===== src/common/load_step_pkg.sv =====
// Constants shared by the load-dependent stepping logic.
// Assumes a single 40 MHz clock and an APB register port with 32-bit data.
package load_step_pkg;

    // ************************************************************
    // Bus geometry.
    // ************************************************************
    localparam int ADDR_W = 10;
    localparam int DATA_W = 32;
    localparam int IDX_SHIFT = 2;
    localparam int IDX_W = ADDR_W - IDX_SHIFT;

    // ************************************************************
    // Register indices; the byte address is four times the index.
    // ************************************************************
    localparam logic [IDX_W-1:0] IDX_MIN_VEL = 8'h60;
    localparam logic [IDX_W-1:0] IDX_STEP_CFG = 8'h61;
    localparam logic [IDX_W-1:0] IDX_LSPTM = 8'h62;
    localparam logic [IDX_W-1:0] IDX_CTRL = 8'h20;
    localparam logic [IDX_W-1:0] IDX_STATUS = 8'h21;
    localparam logic [IDX_W-1:0] IDX_MASK = 8'h22;
    localparam logic [IDX_W-1:0] IDX_STATE = 8'h23;

    // ************************************************************
    // Field layout.
    // ************************************************************
    localparam int VEL_W = 24;
    localparam int ON_LIMIT_LSB = 0;
    localparam int ON_LIMIT_W = 8;
    localparam int THRESH_LSB = 8;
    localparam int THRESH_W = 8;
    localparam int BLANK_LSB = 16;
    localparam int BLANK_W = 16;
    localparam int STEP_LOSS_UNIT_SHIFT = 4;
    localparam int CNT_W = 16;

    localparam int CTRL_W = 2;
    localparam int CTRL_LOAD_EN = 0;
    localparam int CTRL_CL_EN = 1;
    localparam int STATUS_W = 2;
    localparam int ST_STALL = 0;
    localparam int ST_LOW_SPEED = 1;
    localparam int STATE_W = 3;

    // ************************************************************
    // Reset values.
    // ************************************************************
    localparam logic [VEL_W-1:0] MIN_VEL_RST = 24'h000000;
    localparam logic [DATA_W-1:0] STEP_CFG_RST = 32'h00000000;
    localparam logic [DATA_W-1:0] LSPTM_RST = 32'h00FFFFFF;
    localparam logic [CTRL_W-1:0] CTRL_RST = 2'h0;
    localparam logic [STATUS_W-1:0] STATUS_RST = 2'h0;

    typedef enum {DET_IDLE, DET_BLANK, DET_MEASURE} det_state_t;

endpackage


===== src/common/step_cfg_if.sv =====
// Carries settings to the step-loss detector and its results back.
// Assumes both ends run on the same pclk and presetn.
`timescale 1ns/1ps
interface step_cfg_if (
    input wire logic pclk,
    input wire logic presetn
);
    import load_step_pkg::*;
    logic active;
    logic step_release;
    logic feedback;
    logic [BLANK_W-1:0] blank_interval;
    logic [THRESH_W-1:0] threshold;
    logic [ON_LIMIT_W-1:0] on_limit;
    logic stall;
    logic cut;
    logic blanking;
    logic measuring;

    modport cfg (
        input pclk, presetn, stall, cut, blanking, measuring,
        output active, step_release, feedback, blank_interval, threshold,
        output on_limit
    );
    modport det (
        input pclk, presetn, active, step_release, feedback,
        input blank_interval, threshold, on_limit,
        output stall, cut, blanking, measuring
    );
endinterface


===== src/rtl/load_step_config.sv =====
// APB register block and supervision for load-dependent stepping.
// Assumes ramp velocity and fullstep release come from pclk logic and
// the driver feedback arrives asynchronously on a pin.
`timescale 1ns/1ps

module load_step_config (
    input wire logic pclk,
    input wire logic presetn,
    input wire logic psel,
    input wire logic penable,
    input wire logic pwrite,
    input wire logic [load_step_pkg::ADDR_W-1:0] paddr,
    input wire logic [load_step_pkg::DATA_W-1:0] pwdata,
    output logic [load_step_pkg::DATA_W-1:0] prdata,
    output logic pready,
    output logic pslverr,
    input wire logic signed [load_step_pkg::DATA_W-1:0] actual_ramp_velocity,
    input wire logic fullstep_release,
    input wire logic driver_feedback,
    output logic load_step_active,
    output logic [load_step_pkg::VEL_W-1:0] emf_comp_start_velocity,
    output logic [load_step_pkg::VEL_W-1:0] fullstep_switch_velocity,
    output logic [load_step_pkg::VEL_W-1:0] emf_comp_extra_velocity,
    output logic [load_step_pkg::VEL_W-1:0] encoder_standstill_delay,
    output logic [load_step_pkg::ON_LIMIT_W-1:0] commutation_on_time_limit,
    output logic commutation_cut,
    output logic stall_event,
    output logic irq
);
    import load_step_pkg::*;

    // ************************************************************
    // Register storage.
    // ************************************************************
    logic [VEL_W-1:0] min_velocity_for_load_stepping;
    logic [DATA_W-1:0] step_cfg;
    logic [DATA_W-1:0] low_speed_timeout;
    logic [CTRL_W-1:0] ctrl;
    logic [STATUS_W-1:0] status;
    logic [STATUS_W-1:0] int_mask;
    logic [STATUS_W-1:0] next_status;
    logic [DATA_W-1:0] ls_cnt;
    logic fb_meta;
    logic fb_sync;

    // ************************************************************
    // APB decode.
    // ************************************************************
    wire [IDX_W-1:0] idx = paddr[ADDR_W-1:IDX_SHIFT];
    wire aligned = paddr[IDX_SHIFT-1:0] == '0;
    wire hit_min = aligned & (idx == IDX_MIN_VEL);
    wire hit_cfg = aligned & (idx == IDX_STEP_CFG);
    wire hit_lsptm = aligned & (idx == IDX_LSPTM);
    wire hit_ctrl = aligned & (idx == IDX_CTRL);
    wire hit_status = aligned & (idx == IDX_STATUS);
    wire hit_mask = aligned & (idx == IDX_MASK);
    wire hit_state = aligned & (idx == IDX_STATE);
    wire mapped = hit_min | hit_cfg | hit_lsptm | hit_ctrl | hit_status |
        hit_mask | hit_state;
    wire setup = psel & ~penable;
    wire access = psel & penable;
    wire wr_done = access & pwrite & mapped;
    wire rd_status = access & ~pwrite & hit_status;

    assign pready = access;
    assign pslverr = access & ~mapped;

    // ************************************************************
    // Read data, captured in the setup cycle; write-only words read 0.
    // ************************************************************
    logic [STATE_W-1:0] state_view;
    logic [DATA_W-1:0] rd_mux;
    wire det_blanking;
    wire det_measuring;
    assign state_view = {det_measuring, det_blanking, load_step_active};
    assign rd_mux = hit_ctrl ? DATA_W'(ctrl) :
        hit_status ? DATA_W'(status) :
        hit_mask ? DATA_W'(int_mask) :
        hit_state ? DATA_W'(state_view) : '0;

    always_ff @(posedge pclk or negedge presetn) begin
        if (!presetn) begin
            prdata <= '0;
        end else if (setup) begin
            prdata <= rd_mux;
        end
    end

    // ************************************************************
    // Register writes.
    // ************************************************************
    always_ff @(posedge pclk or negedge presetn) begin
        if (!presetn) begin
            min_velocity_for_load_stepping <= MIN_VEL_RST;
            step_cfg <= STEP_CFG_RST;
            low_speed_timeout <= LSPTM_RST;
            ctrl <= CTRL_RST;
            int_mask <= STATUS_RST;
        end else if (wr_done) begin
            if (hit_min) begin
                min_velocity_for_load_stepping <= pwdata[VEL_W-1:0];
            end
            if (hit_cfg) begin
                step_cfg <= pwdata;
            end
            if (hit_lsptm) begin
                low_speed_timeout <= pwdata;
            end
            if (hit_ctrl) begin
                ctrl <= pwdata[CTRL_W-1:0];
            end
            if (hit_mask) begin
                int_mask <= pwdata[STATUS_W-1:0];
            end
        end
    end

    // ************************************************************
    // Mode selection and shared storage views.
    // ************************************************************
    wire load_en = ctrl[CTRL_LOAD_EN];
    wire cl_en = ctrl[CTRL_CL_EN];
    wire [DATA_W-1:0] abs_vel = actual_ramp_velocity[DATA_W-1] ?
        DATA_W'(-actual_ramp_velocity) : DATA_W'(actual_ramp_velocity);
    wire vel_above = abs_vel > DATA_W'(min_velocity_for_load_stepping);
    wire next_active = load_en & ~cl_en & vel_above;

    always_ff @(posedge pclk or negedge presetn) begin
        if (!presetn) begin
            load_step_active <= 1'b0;
            emf_comp_start_velocity <= '0;
            fullstep_switch_velocity <= '0;
            emf_comp_extra_velocity <= '0;
            encoder_standstill_delay <= '0;
            commutation_on_time_limit <= '0;
        end else begin
            load_step_active <= next_active;
            emf_comp_start_velocity <= cl_en ?
                min_velocity_for_load_stepping : '0;
            fullstep_switch_velocity <= (!cl_en && !load_en) ?
                min_velocity_for_load_stepping : '0;
            emf_comp_extra_velocity <= cl_en ? step_cfg[VEL_W-1:0] : '0;
            encoder_standstill_delay <= load_en ? '0 :
                low_speed_timeout[VEL_W-1:0];
            commutation_on_time_limit <=
                step_cfg[ON_LIMIT_LSB+ON_LIMIT_W-1:ON_LIMIT_LSB];
        end
    end

    // ************************************************************
    // Feedback pin synchroniser.
    // ************************************************************
    always_ff @(posedge pclk or negedge presetn) begin
        if (!presetn) begin
            fb_meta <= 1'b0;
            fb_sync <= 1'b0;
        end else begin
            fb_meta <= driver_feedback;
            fb_sync <= fb_meta;
        end
    end

    // ************************************************************
    // Step-loss detector.
    // ************************************************************
    step_cfg_if link (
        .pclk(pclk),
        .presetn(presetn)
    );
    assign link.active = load_step_active;
    assign link.step_release = fullstep_release;
    assign link.feedback = fb_sync;
    assign link.blank_interval =
        step_cfg[BLANK_LSB+BLANK_W-1:BLANK_LSB];
    assign link.threshold = step_cfg[THRESH_LSB+THRESH_W-1:THRESH_LSB];
    assign link.on_limit =
        step_cfg[ON_LIMIT_LSB+ON_LIMIT_W-1:ON_LIMIT_LSB];
    assign det_blanking = link.blanking;
    assign det_measuring = link.measuring;
    assign commutation_cut = link.cut;
    assign stall_event = link.stall;

    step_loss_detect u_detect (
        .bus(link.det)
    );

    // ************************************************************
    // Low speed timer.
    // ************************************************************
    wire [DATA_W-1:0] ls_next = DATA_W'(ls_cnt + 32'h00000001);
    wire ls_run = load_step_active & ~fullstep_release;
    wire ls_hit = ls_run & (ls_cnt != low_speed_timeout) &
        (ls_next == low_speed_timeout);

    always_ff @(posedge pclk or negedge presetn) begin
        if (!presetn) begin
            ls_cnt <= '0;
        end else if (!ls_run) begin
            ls_cnt <= '0;
        end else if (ls_cnt != low_speed_timeout) begin
            ls_cnt <= ls_next;
        end
    end

    // ************************************************************
    // Sticky status and interrupt.
    // ************************************************************
    wire [STATUS_W-1:0] set_bits = {ls_hit, link.stall};
    wire [STATUS_W-1:0] clr_bits = rd_status ? prdata[STATUS_W-1:0] : '0;
    assign next_status = (status & ~clr_bits) | set_bits;

    always_ff @(posedge pclk or negedge presetn) begin
        if (!presetn) begin
            status <= STATUS_RST;
        end else begin
            status <= next_status;
        end
    end

    assign irq = |(status & int_mask);
endmodule // load_step_config


===== src/rtl/step_loss_detect.sv =====
// Blanks the driver feedback after each fullstep release while active and times the
// first regular step; assumes feedback is already synchronised to pclk.
`timescale 1ns/1ps
module step_loss_detect (
    step_cfg_if.det bus
);
    import load_step_pkg::*;

    // ************************************************************
    // Blank and measure sequencer.
    // ************************************************************
    det_state_t state;
    logic [CNT_W-1:0] cnt;
    logic [CNT_W-1:0] on_cnt;
    logic fb_prev;
    wire fb_rise = bus.feedback & ~fb_prev;
    wire start = bus.step_release & bus.active;
    wire [CNT_W-1:0] thr_cycles =
        CNT_W'({bus.threshold, STEP_LOSS_UNIT_SHIFT'(0)});
    wire blank_done = cnt >= bus.blank_interval;
    wire short_step = fb_rise & (cnt < thr_cycles);
    wire cnt_full = &cnt;
    wire on_full = &on_cnt;
    wire in_step = state != DET_IDLE;
    wire on_hit = in_step & ~start & (bus.on_limit != '0) &
        (on_cnt == CNT_W'(bus.on_limit));

    always_ff @(posedge bus.pclk or negedge bus.presetn) begin
        if (!bus.presetn) begin
            state <= DET_IDLE;
            cnt <= '0;
            on_cnt <= '0;
            fb_prev <= 1'b0;
            bus.stall <= 1'b0;
            bus.cut <= 1'b0;
        end else begin
            fb_prev <= bus.feedback;
            bus.stall <= 1'b0;
            bus.cut <= on_hit;
            on_cnt <= start ? '0 : (on_full ? on_cnt : on_cnt + 1'b1);
            if (start) begin
                state <= DET_BLANK;
                cnt <= '0;
            end else begin
                case (state)
                    DET_IDLE: begin
                        cnt <= '0;
                    end
                    DET_BLANK: begin
                        if (blank_done) begin
                            state <= DET_MEASURE;
                            cnt <= '0;
                        end else begin
                            cnt <= cnt + 1'b1;
                        end
                    end
                    DET_MEASURE: begin
                        if (fb_rise || cnt_full || !bus.active) begin
                            state <= DET_IDLE;
                            bus.stall <= short_step;
                        end
                        cnt <= cnt + 1'b1;
                    end
                    default: begin
                        state <= DET_IDLE;
                    end
                endcase
            end
        end
    end

    assign bus.blanking = state == DET_BLANK;
    assign bus.measuring = state == DET_MEASURE;
endmodule // step_loss_detect


===== config.mk =====
export PLATFORM = sky130hd
export DESIGN_NAME = load_step_config
export DESIGN_NICKNAME = d
export VERILOG_FILES = /design/src/common/load_step_pkg.sv /design/src/common/step_cfg_if.sv /design/src/rtl/load_step_config.sv /design/src/rtl/step_loss_detect.sv
export SDC_FILE = /design/constraint.sdc
export NUM_CORES = 1
export LEC_CHECK = 0
export ABC_AREA = 1
export BUFFER_PORTS_ARGS = -buffer_cell sky130_fd_sc_hd__buf_2
export CORE_MARGIN = 2
export CORE_UTILIZATION = 25
export DETAILED_ROUTE_END_ITERATION = 6
export SYNTH_ARGS = -nofsm -noshare
export SYNTH_HDL_FRONTEND = slang
export SYNTH_HIERARCHICAL = 1
export SYNTH_SLANG_ARGS = --single-unit
export TNS_END_PERCENT = 10

===== constraint.sdc =====
create_clock -name pclk -period 2.1 [get_ports pclk]
set_clock_uncertainty 0.2 [all_clocks]
set_input_delay 0.21 -clock pclk [delete_from_list [all_inputs] [get_ports pclk]]
set_output_delay 0.21 -clock pclk [all_outputs]
set_load 0.005 [all_outputs]

==> impl_metrics.yaml <==
floorplanning:
  die_w_um: 247
  dieArea_um2: 61100
  coreArea_um2: 58800
  start_util_pct: 25.1
  die_h_um: 247
  rows: 89
  pin_count: 223
worst_hold_path:
  whs_path_depth: 8
  hold_end: "load_step_active"
  hp-start: "actual_ramp_velocity[24]"
  hold_path.class: "input port to flop"
placed_design:
  pre_cts_slack_ns: -0.614
  io_buffers: 193
  placed_cells: 3016
  gp_congestion: 0.924
  hpwl_mm: 37.4
sta:
  period_needed_ns: 2.20
  setup_viol: 12
  slew_headroom_pct: 61.4
  worst_pin_slew_ns: 0.578
  slew_viol_final: 0
  worst_slack_ns: -0.0999
  finalCritPeriodShare_pct: 105
  holdWs_ns: 0.0110
  rsz0062_at_grt: "yes"
  hold_viol_final: 0
  max_freq_mhz: 455
worst_setup_path:
  slowest_delay_ns: 0.37
  arrival_ns: 2.52
  ff2ff_path_depth: 14
  cp_max_fo: 5
  path_cells: "ha_2 -> nand2_2 -> nor2_4 -> nand2_4 -> buf_4 -> nor2_4 -> nand3_2 -> nand3_1 -> nand3_1 -> nor2_1 -> nand2_1 -> nor2_1 -> nand2_2 -> nand2_1"
  worstSetupPathType: "flop to flop"
  critPathRequiredTime_ns: 2.42
  critPathLaunchType: "flop"
  r2r-end: "status[1]"
  rrSetupSlack_ns: -0.1
  reg2reg_from: "ls_cnt[1]"
  slowest_stage: "dfrtp_1"
  endpoint_kind: "flop"
synth:
  ys_types: 54
  synth_edf_count: 0
  synthArstFlopShare_pct: 100
  synthFlopType: "dfrtp_1"
  yosysWarnings: 6
  synth-seq-area-share_pct: 46.4
  ys_ff_latch: 273
  syn_area_per_cell_um2: 7.91
  postSynthCellCount: 1869
  syn_area_um2: 14800
routing:
  routedWlPerCell_um: 15.5
  dr.pass1.iters: 5
  via_per_inst: 4.31
  initialDrtViolationCount: 919
  drcViolationCount: 0
  ant_nets: 0
  wl_mm: 48.5
  vias: 13500
status:
  violations: "negative setup slack"
  status: "finished, violations left"
grt:
  overflow: 0
  antenna_found_initial: 5
  grt.total_usage_pct: 15.5
  grt_pass1_wl_mm: 73.5
  first_global_vias: 13100
  grt_max_degree: 65
clock_network:
  clock_sinks: 273
  path_clk_slew_ns: 0.06
  cts_root_buf: "clkbuf_16"
  cts_tree: "built"
  clock_latency_ns: 0.59
  htreeDepth: 1
  cts_buffers: 30
  cts.path.max_buffers: 3
layout:
  fill_cells: 6173
  layout.nets: 2468
  drive_gt1_share_pct: 27.8
  final_common_cell: "nand2_1"
  fin_util_pct: 34.5
  fin_cells: 3133
  syn_to_final_growth_pct: 37.0
  final_cell_mix: "nand2_1 (447), inv_1 (305), dfrtp_1 (245), buf_4 (216), buf_2 (192)"
run:
  max-cap-violations: 0
power_and_ir_drop:
  leakagePower_nw: 10.6
  ir_worst_vdd_uv: 688
  power.density_nw_per_um2: 588
critical path: cells and delay by family (launching register included):
kind / cells / cell delay, ns
adder cells (fa/ha/maj): 1 / 0.20
buffers and inverters: 1 / 0.17
flip-flops: 1 / 0.37
AND/OR/NAND/NOR: 12 / 1.21
metrics by stage:
| step | cell area (µm²) | power [mW] | TNS (ns) |
|---|---|---|---|
| floorplan | 14900 | 6.02 | -0.103 |
| global placement | 18300 | 6.59 | -2.53 |
| detailed placement | 18300 | 6.59 | -2.65 |
| CTS | 19900 | 12.0 | -0.128 |
| global route | 20300 | 12.4 | -2.73 |
| finish | 20300 | 11.9 | -0.347 |
cells in the mapped netlist, types with 3 or more instances:
| cell | n | area (µm²) |
|---|---|---|
| a21oi_1 | 48 | 240 |
| a31oi_1 | 8 | 50.1 |
| buf_2 | 14 | 70.1 |
| buf_4 | 29 | 218 |
| buf_6 | 3 | 33.8 |
| clkbuf_1 | 22 | 82.6 |
| dfrtp_1 | 249 | 6230 |
| dfstp_2 | 24 | 631 |
| ha_1 | 54 | 676 |
| inv_1 | 310 | 1160 |
| inv_2 | 8 | 30.0 |
| nand2_1 | 464 | 1740 |
| nand2_2 | 12 | 75.1 |
| nand3_1 | 82 | 410 |
| nand3_2 | 4 | 40.0 |
| nand4_1 | 34 | 213 |
| nor2_1 | 182 | 683 |
| nor2_2 | 9 | 56.3 |
| nor2_4 | 8 | 90.1 |
| nor3_1 | 19 | 95.1 |
| nor3_2 | 4 | 40.0 |
| nor4_1 | 3 | 18.8 |
| nor4_4 | 3 | 63.8 |
| o21ai_0 | 75 | 375 |
| o21ai_1 | 75 | 375 |
| o21ai_2 | 4 | 35.0 |
| o21bai_1 | 3 | 22.5 |
| o22ai_1 | 21 | 131 |
| or2_2 | 3 | 18.8 |
| xnor2_1 | 26 | 228 |
| xor2_1 | 37 | 324 |
sequential cells by signal, summed over array words and instances, names as in the netlist:
register and flops:
fullstep_switch_velocity 24, status 2, fb_meta 1, commutation_on_time_limit 8, emf_comp_extra_velocity 24, emf_comp_start_velocity 24, ls_cnt 32, int_mask 2
encoder_standstill_delay 24, fb_sync 1, min_velocity_for_load_stepping 24, ctrl 2, u_detect/bus.cut 1, u_detect/state 2, u_detect/on_cnt 16, prdata 3
u_detect/cnt 16, load_step_active 1, step_cfg 32, u_detect/fb_prev 1, low_speed_timeout 32, u_detect/bus.stall 1
cell families after synthesis:
family	after synthesis	synth area share, %
AND/OR/NAND/NOR	843	25.3
buffers and inverters	389	11.0
flip-flops	273	46.4
AO/OA/AOI/OAI	246	9.00
XOR/XNOR	63	3.73
adder cells (fa/ha/maj)	54	4.57
other	1	0.0254
metal layers:
layer  routed length [µm]  track usage, %  up-vias
met4                  758            2.62        4
met5                   27               0        -
met3                 3160            3.02       48
met1                23200            22.1     6338
li1                     -               -     6765
met2                21400            24.7      362
timing repair:
action | 4_1_cts | 5_1_grt
cloned | 1 | 1
setup endpoints to repair | 37 | 53
hold endpoints to repair | 400 | 0
gates resized for setup | 19 | 87
buffers inserted | 4 | 6
hold buffers | 46 | 0
pin swaps | 6 | 18
final cells by class:
type	count	area, µm²	area share [%]
Inverter	318	1200	5.93
Tap cell	773	967	4.77
Sequential cell	273	6870	33.9
Antenna cell	3	7.51	0.0371
Clock inverter	13	133	0.655
Multi-Input combinational cell	1236	6820	33.7
Clock buffer	43	860	4.24
Timing Repair Buffer	474	3400	16.8
power by group:
| part | internal, mW | total (mW) | switching, mW |
|---|---|---|---|
| sequential | 5.30 | 5.32 | 0.0270 |
| clock | 2.99 | 5.29 | 2.30 |
| combinational | 0.514 | 1.30 | 0.788 |
| total | 8.80 | 11.9 | 3.12 |
worst max path at each step:
| stage | from | endpoint | cells after the start |
|---|---|---|---|
| final | ls_cnt[1] | status[1] | 14 |
| after global routing | ls_cnt[10] | status[1] | 15 |
| after global placement | actual_ramp_velocity[7] | load_step_active | 18 |
| after floorplan | actual_ramp_velocity[17] | load_step_active | 16 |
| after CTS | ls_cnt[1] | status[1] | 15 |
| after detailed placement | actual_ramp_velocity[8] | load_step_active | 16 |
No activity file was read; power rests on OpenSTA's default activity.
